==> config.mk <==
export PLATFORM = sky130hd
export DESIGN_NAME = battery_switchover_control
export DESIGN_NICKNAME = d
export VERILOG_FILES = /design/src/logic/bso_pkg.sv /design/src/logic/battery_switchover_control.sv
export SDC_FILE = /design/constraint.sdc
export NUM_CORES = 1
export LEC_CHECK = 0
export BUFFER_PORTS_ARGS = -buffer_cell sky130_fd_sc_hd__buf_2
export CORE_ASPECT_RATIO = 1.5
export CORE_MARGIN = 1.5
export CORE_UTILIZATION = 45
export CTS_CLUSTER_DIAMETER = 80
export DETAILED_ROUTE_END_ITERATION = 8
export HOLD_SLACK_MARGIN = 0.12
export PLACE_DENSITY = 0.72
export SYNTH_ARGS = -nofsm -noshare
export SYNTH_HDL_FRONTEND = slang
export SYNTH_SLANG_ARGS = --single-unit
export TNS_END_PERCENT = 5
==> constraint.sdc <==
create_clock -name sys_clk_i -period 5.2 [get_ports sys_clk_i]
set_clock_uncertainty 0.2 [all_clocks]
set_input_delay 1.04 -clock sys_clk_i [delete_from_list [all_inputs] [get_ports sys_clk_i]]
set_output_delay 1.04 -clock sys_clk_i [all_outputs]
set_load 0.02 [all_outputs]
==> src/logic/bso_pkg.sv <==
// shared constants and types for the battery switch-over control block
package bso_pkg;

  // register byte offsets
  localparam logic [7:0] CTRL_OFF = 8'h00;
  localparam logic [7:0] STATUS_OFF = 8'h04;
  localparam logic [7:0] IRQ_EN_OFF = 8'h08;
  localparam logic [7:0] STATE_OFF = 8'h0c;
  localparam logic [7:0] STAMP_LO_OFF = 8'h10;
  localparam logic [7:0] STAMP_HI_OFF = 8'h14;

  // control register fields
  localparam int SEL_LSB = 0;
  localparam int STAMP_EN_BIT = 3;

  // status and irq enable layout (same layout for both)
  localparam int SWITCH_BIT = 0;
  localparam int LOW_BIT = 1;

  // state register fields
  localparam int ST_BAT_BIT = 0;
  localparam int ST_RUN_BIT = 1;
  localparam int ST_DET_BIT = 2;
  localparam int ST_THR_BIT = 3;
  localparam int ST_DIRECT_BIT = 4;

  // reset values: switch-over disabled, everything else off
  localparam logic [2:0] SEL_RST = 3'h7;
  localparam logic [1:0] IRQ_EN_RST = 2'h0;

  // synchroniser lanes of the comparator inputs
  localparam int SYN_LT_BAT = 0;
  localparam int SYN_LT_THR = 1;
  localparam int SYN_BAT_LOW = 2;
  localparam int SYN_MAIN_OK = 3;
  localparam int SYN_W = 4;

  // switch-over mode decoded from the setting
  typedef enum logic [2:0] {
    MODE_STD = 3'b001,
    MODE_DIRECT = 3'b010,
    MODE_OFF = 3'b100
  } mode_t;

  // supply state
  typedef enum logic [2:0] {
    ST_WAIT = 3'b001,
    ST_MAIN = 3'b010,
    ST_BAT = 3'b100
  } supply_t;

endpackage

==> src/logic/battery_switchover_control.sv <==
// battery switch-over control with apb registers and interrupt
//
// Implementation choices: the placing of the registers and the APB register port.
`timescale 1ns/1ps
`default_nettype none

// ------------------------------------------------------------
// overview
// ------------------------------------------------------------
// decides which supply feeds the core and tells the power path.
// comparator results are free running analog levels, so each one
// passes two flops before any decision reads it; a comparator
// that flickers near its trip point costs latency, never a
// half-taken decision.
// a decision takes effect three edges after the comparator moves,
// which is short against any supply ramp on the board.
// on the battery the host side is dead: writes are dropped, the
// pin drivers are released, and only the comparators can bring
// the block back to the main supply.
// direct mode powers the threshold comparator down to save
// current; with the two supplies close together the selection may
// chatter, and nothing here filters that, it is left to the board.
// the block does not wake on the battery alone: it waits in reset
// state until the main supply is seen good through the flops.
// reads are answered with no wait state; prdata comes from a
// flop loaded in the setup cycle.

module battery_switchover_control #(
  parameter int STAMP_W = 48
) (
  // clock and reset
  input wire logic sys_clk_i,
  input wire logic sys_rst_i,
  // apb slave
  input wire logic psel_i,
  input wire logic penable_i,
  input wire logic pwrite_i,
  input wire logic [7:0] paddr_i,
  input wire logic [31:0] pwdata_i,
  output logic [31:0] prdata_o,
  output logic pready_o,
  output logic pslverr_o,
  // analog comparators, asynchronous
  input wire logic vdd_lt_bat_i,
  input wire logic vdd_lt_thr_i,
  input wire logic bat_low_i,
  input wire logic main_ok_i,
  // current time and date for the stamp
  input wire logic [STAMP_W-1:0] time_date_i,
  // square wave source from the divider
  input wire logic square_wave_i,
  // power path and comparator control
  output logic backed_supply_out_o,
  output logic thr_mon_en_o,
  output logic bat_low_det_en_o,
  // pin drivers
  output logic square_wave_out_o,
  output logic square_wave_oe_n_o,
  output logic host_out_oe_n_o,
  // interrupt
  output logic irq_o
);

  // ------------------------------------------------------------
  // elaboration checks
  // ------------------------------------------------------------
  if (STAMP_W < 33 || STAMP_W > 64)
  begin : g_chk
    $error("STAMP_W must lie between 33 and 64");
  end

  // the synchroniser takes exactly four comparator lanes below
  if (bso_pkg::SYN_W != 4)
  begin : g_chk_lanes
    $error("synchroniser must have four lanes");
  end

  // ------------------------------------------------------------
  // decode helpers
  // ------------------------------------------------------------
  // setting to switch-over mode
  function automatic bso_pkg::mode_t mode_of(input logic [2:0] sel);
    unique case (sel)
      3'h0, 3'h1, 3'h2: mode_of = bso_pkg::MODE_STD;
      3'h3, 3'h4, 3'h5: mode_of = bso_pkg::MODE_DIRECT;
      default: mode_of = bso_pkg::MODE_OFF;
    endcase
  endfunction

  // battery-low detection enable
  function automatic logic det_of(input logic [2:0] sel);
    det_of = (sel == 3'h0) || (sel == 3'h3);
  endfunction

  // address decode for the error response
  function automatic logic in_map(input logic [7:0] addr);
    in_map = (addr == bso_pkg::CTRL_OFF)
      || (addr == bso_pkg::STATUS_OFF)
      || (addr == bso_pkg::IRQ_EN_OFF)
      || (addr == bso_pkg::STATE_OFF)
      || (addr == bso_pkg::STAMP_LO_OFF)
      || (addr == bso_pkg::STAMP_HI_OFF);
  endfunction

  // ------------------------------------------------------------
  // state
  // ------------------------------------------------------------
  typedef struct packed {
    logic [bso_pkg::SYN_W-1:0] syn1;
    logic [bso_pkg::SYN_W-1:0] syn2;
    bso_pkg::supply_t supply;
    logic [2:0] sel;
    logic stamp_en;
    logic sw_flag;
    logic low_flag;
    logic [1:0] irq_en;
    logic [STAMP_W-1:0] stamp;
    logic [31:0] rdata;
    logic sq;
  } state_t;

  state_t st_reg;
  state_t st_next;

  bso_pkg::mode_t mode;
  logic det_en;
  logic fail;
  logic on_bat;
  logic running;
  logic setup;
  logic wr;
  logic mapped;
  logic [31:0] rd_mux;
  logic [1:0] status;
  logic wr_ctrl;
  logic wr_irq_en;
  logic wr_status;

  // ------------------------------------------------------------
  // combinational decode
  // ------------------------------------------------------------
  // mode, failure and bus qualifiers
  always_comb
  begin
    mode = mode_of(st_reg.sel);
    det_en = det_of(st_reg.sel);
    on_bat = (st_reg.supply == bso_pkg::ST_BAT);
    running = (st_reg.supply != bso_pkg::ST_WAIT);
    // threshold comparison only counts in standard mode
    unique case (mode)
      bso_pkg::MODE_STD:
        fail = st_reg.syn2[bso_pkg::SYN_LT_BAT]
          & st_reg.syn2[bso_pkg::SYN_LT_THR];
      bso_pkg::MODE_DIRECT:
        fail = st_reg.syn2[bso_pkg::SYN_LT_BAT];
      default:
        fail = 1'b0;
    endcase
    setup = psel_i & ~penable_i;
    // bus writes count only while running on the main supply; reads are always answered
    wr = psel_i & penable_i & pwrite_i & running & ~on_bat;
    // one strobe per writable register
    wr_ctrl = wr && (paddr_i == bso_pkg::CTRL_OFF);
    wr_irq_en = wr && (paddr_i == bso_pkg::IRQ_EN_OFF);
    wr_status = wr && (paddr_i == bso_pkg::STATUS_OFF);
    mapped = in_map(paddr_i);
    status = '0;
    status[bso_pkg::SWITCH_BIT] = st_reg.sw_flag;
    status[bso_pkg::LOW_BIT] = st_reg.low_flag;
  end

  // read data mux, unmapped and reserved bits read zero
  always_comb
  begin
    rd_mux = '0;
    unique case (paddr_i)
      bso_pkg::CTRL_OFF:
      begin
        rd_mux[bso_pkg::SEL_LSB +: 3] = st_reg.sel;
        rd_mux[bso_pkg::STAMP_EN_BIT] = st_reg.stamp_en;
      end
      bso_pkg::STATUS_OFF: rd_mux[1:0] = status;
      bso_pkg::IRQ_EN_OFF: rd_mux[1:0] = st_reg.irq_en;
      bso_pkg::STATE_OFF:
      begin
        rd_mux[bso_pkg::ST_BAT_BIT] = on_bat;
        rd_mux[bso_pkg::ST_RUN_BIT] = running;
        rd_mux[bso_pkg::ST_DET_BIT] = det_en;
        rd_mux[bso_pkg::ST_THR_BIT] = thr_mon_en_o;
        rd_mux[bso_pkg::ST_DIRECT_BIT] = (mode == bso_pkg::MODE_DIRECT);
      end
      bso_pkg::STAMP_LO_OFF: rd_mux = st_reg.stamp[31:0];
      bso_pkg::STAMP_HI_OFF: rd_mux[STAMP_W-33:0] = st_reg.stamp[STAMP_W-1:32];
      default: rd_mux = '0;
    endcase
  end

  // ------------------------------------------------------------
  // next state
  // ------------------------------------------------------------
  always_comb
  begin
    st_next = st_reg;
    // two-stage synchronisers; stage one feeds stage two only
    st_next.syn1 = {main_ok_i, bat_low_i, vdd_lt_thr_i, vdd_lt_bat_i};
    st_next.syn2 = st_reg.syn1;
    st_next.sq = square_wave_i;

    // register writes
    if (wr_ctrl)
    begin
      st_next.sel = pwdata_i[bso_pkg::SEL_LSB +: 3];
      st_next.stamp_en = pwdata_i[bso_pkg::STAMP_EN_BIT];
    end
    if (wr_irq_en)
    begin
      st_next.irq_en = pwdata_i[1:0];
    end
    // write one to clear; a switch in the same cycle wins below
    if (wr_status && pwdata_i[bso_pkg::SWITCH_BIT])
    begin
      st_next.sw_flag = 1'b0;
    end

    // supply selection
    // wait: parked after reset, host side released
    // main: normal running, host side live
    // battery: host side released until the failure goes away
    unique case (st_reg.supply)
      bso_pkg::ST_WAIT:
      begin
        // battery alone never brings the block up
        if (st_reg.syn2[bso_pkg::SYN_MAIN_OK])
        begin
          st_next.supply = bso_pkg::ST_MAIN;
        end
      end
      bso_pkg::ST_MAIN:
      begin
        if (fail)
        begin
          st_next.supply = bso_pkg::ST_BAT;
          st_next.sw_flag = 1'b1;
          if (st_reg.stamp_en)
          begin
            st_next.stamp = time_date_i;
          end
        end
      end
      bso_pkg::ST_BAT:
      begin
        // setting cannot change here, but a lost condition returns
        if (!fail)
        begin
          st_next.supply = bso_pkg::ST_MAIN;
        end
      end
      default: st_next.supply = bso_pkg::ST_WAIT;
    endcase

    // switch-over off keeps the flag cleared
    if (mode == bso_pkg::MODE_OFF)
    begin
      st_next.sw_flag = 1'b0;
    end

    // battery-low follows the detector, no command clears it
    st_next.low_flag = det_en & st_reg.syn2[bso_pkg::SYN_BAT_LOW];

    // read data captured in the setup phase
    // so prdata stands through the access phase with no wait state
    if (setup)
    begin
      st_next.rdata = rd_mux;
    end
  end

  // ------------------------------------------------------------
  // state register
  // ------------------------------------------------------------
  // reset parks the block in wait with switch-over off
  always_ff @(posedge sys_clk_i)
  begin
    if (sys_rst_i)
    begin
      st_reg.syn1 <= '0;
      st_reg.syn2 <= '0;
      st_reg.supply <= bso_pkg::ST_WAIT;
      st_reg.sel <= bso_pkg::SEL_RST;
      st_reg.stamp_en <= 1'b0;
      st_reg.sw_flag <= 1'b0;
      st_reg.low_flag <= 1'b0;
      st_reg.irq_en <= bso_pkg::IRQ_EN_RST;
      st_reg.stamp <= '0;
      st_reg.rdata <= '0;
      st_reg.sq <= 1'b0;
    end
    else
    begin
      st_reg <= st_next;
    end
  end

  // ------------------------------------------------------------
  // outputs
  // ------------------------------------------------------------
  // zero wait state slave; error only for an unmapped address
  // a refused write still completes without error
  assign pready_o = 1'b1;
  assign pslverr_o = psel_i & penable_i & ~mapped;
  assign prdata_o = st_reg.rdata;

  // power path select, 1 selects the battery
  assign backed_supply_out_o = on_bat;
  // threshold comparator powered only where it is used
  assign thr_mon_en_o = running & (mode == bso_pkg::MODE_STD);
  assign bat_low_det_en_o = running & det_en;

  // drivers released while on battery or before start-up
  // the square wave passes a flop so the pin sees no decode glitch
  assign square_wave_out_o = st_reg.sq;
  assign square_wave_oe_n_o = on_bat | ~running;
  assign host_out_oe_n_o = on_bat | ~running;

  // level interrupt from the sticky switch flag and the live low flag, gated by enables
  // the low flag has no clear; it drops when the detector reads good or its setting turns detection off
  assign irq_o = |(status & st_reg.irq_en);

endmodule

`default_nettype wire

Word-level counts from Yosys, hierarchy flattened
Index checks and enable logic that the tools add are counted.

word-level totals
  register bits after elaboration = 100
  input bits = 98
  logic and storage cells = 79
  output and inout bits = 41

operators by class
  multiplexer cells = 14
  equality and inequality tests = 20
  bitwise gates (word level) = 16
  reduce and logical (&&, ||, !) cells = 18

operators with widths
  kind                                                              count
  11-bit one-hot mux with 2 select lines                            1
  8-bit by 4-bit == test with 1-bit output (second input constant)  2
  8-bit by 5-bit == test with 1-bit output (second input constant)  2
  16-bit two-way mux                                                1
  3-bit by 2-bit == test with 1-bit output (second input constant)  4
  3-bit == test (second input constant)                             4
  2-bit one-hot mux with 6 select lines                             1
  1-bit AND                                                         10
  3-bit by 1-bit == test with 1-bit output (second input constant)  3
  3-bit two-way mux                                                 3
  3-bit one-hot mux with 3 select lines                             1
  8-bit by 3-bit == test with 1-bit output (second input constant)  1
  8-bit zero test                                                   1
  2-bit one-hot mux with 4 select lines                             1
  1-bit logical OR                                                  6
  2-bit inequality test (second input constant)                     3
  3-bit one-hot mux with 2 select lines                             1
  3-bit AND reduction                                               2
  3-bit OR reduction                                                2
  1-bit logical AND                                                 4
  1-bit inverter                                                    4
  2-bit OR reduction                                                2
  3-bit zero test                                                   1
  1-bit two-way mux                                                 3
  other kinds (5)                                                   5

Depth between registers and ports, before layout
Gate-level depths: netlist of the first run.

  depth in word-level cells = 9
  gate-level depth with buffers = 10

Least setup slack after synthesis of the first run
OpenSTA, ideal clock, no wires.

  path type = in2out
  from = input paddr_i[1]
  to = output pslverr_o
  buffers on the path = 1
  arrival = 1.872 ns
  slack = 2.088 ns
  stages = 4
  required time = 3.960 ns
  cells stage by stage = or2_1 clkbuf_1 nor2_1 a21oi_1

on the way
  word-level cells in the longest chain between the ends = 8
  elaborated cells on any way between the ends = 13
  those cells by class = 5 x eq/ne; 2 x bitwise; 6 x reduce/logical

ends and longest elaborated chain
  item                                                                                line                                                                RTL
  start: declaration                                                                  battery_switchover_control.sv:38                                    input wire logic [7:0] paddr_i,
  8-bit by 3-bit == test with 1-bit output / 8-bit zero test (equally long branches)  battery_switchover_control.sv:98, battery_switchover_control.sv:97
  1-bit logical OR                                                                    battery_switchover_control.sv:98                                    || (addr == bso_pkg::STATUS_OFF)
  1-bit logical OR                                                                    battery_switchover_control.sv:99                                    || (addr == bso_pkg::IRQ_EN_OFF)
  1-bit logical OR                                                                    battery_switchover_control.sv:100                                   || (addr == bso_pkg::STATE_OFF)
  1-bit logical OR                                                                    battery_switchover_control.sv:101                                   || (addr == bso_pkg::STAMP_LO_OFF)
  1-bit logical OR (*)                                                                battery_switchover_control.sv:102                                   || (addr == bso_pkg::STAMP_HI_OFF);
  1-bit inverter (*)                                                                  battery_switchover_control.sv:310                                   assign pslverr_o = psel_i & penable_i & ~mapped;
  1-bit AND (*)                                                                       battery_switchover_control.sv:310
  end: declaration                                                                    battery_switchover_control.sv:42                                    output logic pslverr_o,

Every way passes the cells marked *; elsewhere a longest branch is shown, timed or not.

Worst setup path after layout of the first run
  from = input paddr_i[5]
  to = output pslverr_o

The elaborated chain is that of the path after synthesis.

==> flow_summary.json, run 1 <==
{
  "hp-class": "reg2reg",
  "post-route-min-period_ns": 3.33,
  "rows": 44,
  "synth_seq_cells": 100,
  "cts_htree_levels": 3,
  "crit_start": "paddr_i[5]",
  "end_kind": "output port",
  "ir_drop_mv": 0.173,
  "ant_nets": 0,
  "place_hpwl_mm": 6.71,
  "syn_area_per_cell_um2": 8.73,
  "finalNetCount": 663,
  "worst_slack_ns": 1.87,
  "cts-root-buf": "clkbuf_16",
  "gp_congestion": 0.883,
  "die_x_um": 83.8,
  "largest_reg_flops": 63,
  "die_y_um": 124,
  "grt_pass1_vias": 3501,
  "cp.required_ns": 3.96,
  "status": "complete, no violations",
  "cts_setup_buffers": 0,
  "syn_to_final_growth_pct": 13.9,
  "core_um2": 9580,
  "clockBufferDepth": 2,
  "ys_top_cells_by_area": "dfxtp_1, nand2_1, buf_4",
  "postCtsHoldBufs": 0,
  "slew_headroom": 0.227,
  "r2r_end": "st_reg[48]",
  "synth_common_cells": "nand2_1, dfxtp_1, a21oi_1",
  "clk_pin_slew_ns": 0.07,
  "timing.fmax_ghz": 0.300,
  "report.final.slew_viol_count": 0,
  "yosysWarnings": 0,
  "worst-setup-path-type": "in2out",
  "wl_mm": 9.95,
  "num-fill-cells": 910,
  "routedWlPerCell_um": 14.6,
  "grt_pass1_wl_mm": 16.1,
  "synth.most_common_cell": "nand2_1",
  "hold_violations": 0,
  "gr-usage-all-layers": 0.192,
  "yosysTopAreaCell": "dfxtp_1",
  "setup_viol": 0,
  "synth-async-reset-ratio": 0,
  "n_antenna_cell": 0,
  "clkLatencyLatePin_ns": 0.33,
  "start_util": 0.460,
  "postSynthCellCount": 505,
  "grt-ovfl-total": 0,
  "firstDrtPassIters": 4,
  "grt_max_degree": 105,
  "synth_edf_count": 0,
  "post_cts_resized": 0,
  "reg2reg_from": "st_reg[87]",
  "post-route-period-util": 0.641,
  "ys_seq_area_frac": 0.454,
  "drt-initial-drc-count": 116,
  "yosys.area.top_type_share": 0.454,
  "antenna_found_initial": 0,
  "timing.setup.tns_ns": 0,
  "drc": 0,
  "vias": 3619,
  "worstMarginPinSlew_ns": 1.15,
  "reg2regPathDepth": 7,
  "cts.sinks": 100,
  "endpoint": "pslverr_o",
  "arrival_ns": 2.09,
  "synth_area_um2": 4410,
  "dieArea_um2": 10400,
  "min_path_cells": 1,
  "place_ws_ns": 1.85,
  "hold_slack_ns": 0.244,
  "syn-num-nets": 606,
  "p_per_area_nw_per_um2": 306,
  "drv_cap": 0,
  "power_leakage_nw": 1.97,
  "numCtsBuffers": 9,
  "layout-drive-gt1-share": 0.302,
  "startpoint_type": "input port",
  "cp_max_fo": 5,
  "ys_types": 53,
  "vias_per_cell": 5.31,
  "cts_tree": "built",
  "rsz0062_at_grt": "no",
  "rrSetupSlack_ns": 2.34,
  "numPortBuffers": 109,
  "ios": 139,
  "ys.flop_type": "dfxtp_1"
}
## power breakdown
part           internal, W  switching [W]
logic            0.0000317      0.0000505
registers         0.000770     0.00000204
clock network     0.000400       0.000280
## worst min-delay path by stage
stage,endpoint,startpoint
CTS,st_reg[93],st_next[93]
global route,st_reg[93],st_next[93]
finish,st_reg[94],st_next[94]
detailed placement,st_reg[94],st_next[94]
floorplan,st_reg[92],st_next[92]
global placement,st_reg[93],st_next[93]
## worst max-delay path: stages
cell     delay [ns]
buf_2          0.11
or3_4          0.43
nor2_1         0.22
a21oi_1        0.12
buf_2          0.17
## kinds of logic (layout without fill, tap and decap cells)
kind of cell	Yosys count	count (layout)	share of synthesized area
AND/OR/NAND/NOR	201	201	0.220
AO/OA/AOI/OAI	107	107	0.163
flip-flops	100	100	0.454
buffers and inverters	72	134	0.0997
multiplexers	20	20	0.0520
adder cells (fa/ha/maj)	3	3	0.00852
other	1	1	0.000851
XOR/XNOR	1	1	0.00199
## area by class of cell
cell class / instances / area, µm² / area share
clock inverters: 5 / 60.1 / 0.0120
repair buffers: 112 / 571 / 0.114
flip-flops and latches: 100 / 2000 / 0.399
well taps: 115 / 144 / 0.0287
multi-input cells: 333 / 1970 / 0.392
clock buffers: 11 / 253 / 0.0504
inverters: 6 / 22.5 / 0.00449
## routing by layer
layer / vias to the layer above / global-route usage / share of wire / routed length [µm]
li1: 1797 / - / - / -
met3: 13 / 0.0445 / 0.043 / 429
met2: 99 / 0.352 / 0.54 / 5340
met4: 0 / 0.0733 / 0.013 / 126
met1: 1710 / 0.213 / 0.41 / 4060
met5: - / 0 / 0 / 0
## through the flow
| step | util | instances | total power (W) | cell area [µm²] |
|---|---|---|---|---|
| after floorplan | - | 505 | 0.000836 | 4410 |
| after global placement | 0.491 | 666 | 0.000871 | 4710 |
| after detailed placement | 0.491 | 666 | 0.000872 | 4710 |
| after CTS | 0.524 | 682 | 0.00155 | 5020 |
| after global routing | 0.524 | 682 | 0.00159 | 5020 |
| final | 0.524 | 682 | 0.00153 | 5020 |
## cells in the final DEF (no fill, tap or decap), drive strengths merged, types with 5 or more instances in the layout
cell type  count
a21oi         55
a22oi         28
buf          112
clkbuf        11
dfxtp        100
inv            6
mux2          13
mux2i          6
nand2        108
nand2b         6
nand3          5
nor2          42
nor2b         11
o21ai          8
No activity file was read; power rests on OpenSTA's default activity.
==> run 2: changes to the inputs <==
--- a/config.mk
+++ b/config.mk
@@ -12,7 +12,7 @@
 export CTS_CLUSTER_DIAMETER = 80
 export DETAILED_ROUTE_END_ITERATION = 8
 export HOLD_SLACK_MARGIN = 0.12
-export PLACE_DENSITY = 0.72
+export PLACE_DENSITY = 0.75
 export SYNTH_ARGS = -nofsm -noshare
 export SYNTH_HDL_FRONTEND = slang
 export SYNTH_SLANG_ARGS = --single-unit
==> constraint.sdc (replaced) <==
create_clock -name sys_clk_i -period 2.7 [get_ports sys_clk_i]
set_clock_uncertainty 0.2 [all_clocks]
set_input_delay 0.54 -clock sys_clk_i [delete_from_list [all_inputs] [get_ports sys_clk_i]]
set_output_delay 0.54 -clock sys_clk_i [all_outputs]
set_load 0.02 [all_outputs]
==> flow_summary.json, run 2 (synthesis results as in run 1) <==
{
  "status": "complete, no violations",
  "multi_input_area_um2": 1970,
  "wl_mm": 9.74,
  "grt_pass1_vias": 3397,
  "layout-drive-gt1-share": 0.308,
  "routedWlPerCell_um": 14.2,
  "syn_to_final_growth_pct": 15.3,
  "n_antenna_cell": 0,
  "post_cts_resized": 0,
  "p_per_area_nw_per_um2": 572,
  "drt-initial-drc-count": 145,
  "vias_per_cell": 5.19,
  "regArea_um2": 2000,
  "end_kind": "flop",
  "start_util": 0.460,
  "grt_max_degree": 56,
  "hold_violations": 0,
  "slew_headroom": 0.585,
  "cts_tree": "built",
  "power_leakage_nw": 2.00,
  "cp.required_ns": 2.75,
  "finalNetCount": 669,
  "slowest_delay_ns": 0.45,
  "clkLatencyLatePin_ns": 0.33,
  "die_y_um": 124,
  "hold_slack_ns": 0.213,
  "arrival_ns": 2.48,
  "grt-ovfl-total": 0,
  "cts-root-buf": "clkbuf_16",
  "post-route-period-util": 0.899,
  "cts_setup_buffers": 0,
  "ir_drop_mv": 0.358,
  "layout_common_cells": "nand2_1, buf_2, dfxtp_1",
  "firstDrtPassIters": 4,
  "dieArea_um2": 10400,
  "worstMarginPinSlew_ns": 0.617,
  "vias": 3564,
  "cts_htree_levels": 3,
  "startpoint_type": "flop",
  "drc": 0,
  "cts.sinks": 100,
  "num-fill-cells": 911,
  "timing.fmax_ghz": 0.412,
  "core_um2": 9580,
  "largest_reg_flops": 63,
  "ios": 139,
  "post-route-min-period_ns": 2.43,
  "ant_nets": 0,
  "rows": 44,
  "report.final.slew_viol_count": 0,
  "drv_cap": 0,
  "min_path_cells": 2,
  "place_hpwl_mm": 6.95,
  "setup_viol": 0,
  "reg2regPathDepth": 7,
  "path_cells": "mux2_2, ha_1, and2_0, and4_2, buf_12, nand2_1, a21oi_1",
  "cp_slowest_cell": "and4_2",
  "antenna_found_initial": 0,
  "postCtsHoldBufs": 0,
  "die_x_um": 83.8,
  "worst-setup-path-type": "reg2reg",
  "gr-usage-all-layers": 0.189,
  "timing.setup.tns_ns": 0,
  "gp_congestion": 0.923,
  "clockBufferDepth": 2,
  "hp-class": "in2reg",
  "grt_pass1_wl_mm": 16.0,
  "clk_pin_slew_ns": 0.07,
  "cp_max_fo": 20,
  "rsz0062_at_grt": "no",
  "numPortBuffers": 109,
  "numCtsBuffers": 9
}
==> run 2: cell count changes in the layout (fill, tap and decap cells not counted), sizes merged <==
cell	change
buf	+6
clkbuf	-1
==> run 2: path summary, 6_finish.rpt <==
path                                     to  slack [ns]         start
worst max-delay path             st_reg[60]        0.27    st_reg[88]
worst min-delay path            st_next[92]        0.21  vdd_lt_bat_i
worst max register to register   st_reg[60]        0.27    st_reg[88]
worst min register to register   st_reg[92]        0.24   st_next[92]
==> run 2: area by class of cell <==
type / instances / area share
Clock buffer: 10 / 0.0470
Clock inverter: 5 / 0.0103
Inverter: 6 / 0.00443
Multi-Input combinational cell: 333 / 0.387
Sequential cell: 100 / 0.394
Tap cell: 115 / 0.0283
Timing Repair Buffer: 118 / 0.129
==> run 2: metrics by stage <==
| step | power (W) | cells | instance area (µm²) | setup slack (ns) | utilization |
|---|---|---|---|---|---|
| 2_1_floorplan | 0.00161 | 505 | 4410 | 0.506 | - |
| 3_3_place_gp | 0.00168 | 672 | 4790 | 0.346 | 0.500 |
| 3_5_place_dp | 0.00168 | 672 | 4790 | 0.269 | 0.500 |
| 4_1_cts | 0.00293 | 687 | 5080 | 0.250 | 0.530 |
| 5_1_grt | 0.00301 | 687 | 5080 | 0.138 | 0.530 |
| 6_report | 0.00291 | 687 | 5080 | 0.272 | 0.530 |
==> run 2: per-layer routing <==
layer	part of all wire	vias to the layer above	GRT usage
met5	0	-	0
met4	0.023	0	0.0800
met3	0.040	18	0.0352
met2	0.52	100	0.329
met1	0.42	1641	0.224
li1	-	1805	-
==> run 2: worst max-delay path: cells and delay by family (launching register included) <==
family                     cells  cell delay [ns]
muxes                          1             0.39
DFF                            1             0.42
adders and majority gates      1             0.28
buffers and inverters          1             0.20
AOI/OAI and AO/OA              1             0.13
and+or+nand+nor                3             0.71
==> run 2: power breakdown <==
| part | total [W] | internal, W | switching [W] |
|---|---|---|---|
| clock | 0.00126 | 0.000733 | 0.000526 |
| sequential | 0.00149 | 0.00148 | 0.00000384 |
| combinational | 0.000161 | 0.0000647 | 0.0000961 |
| total | 0.00291 | 0.00228 | 0.000626 |
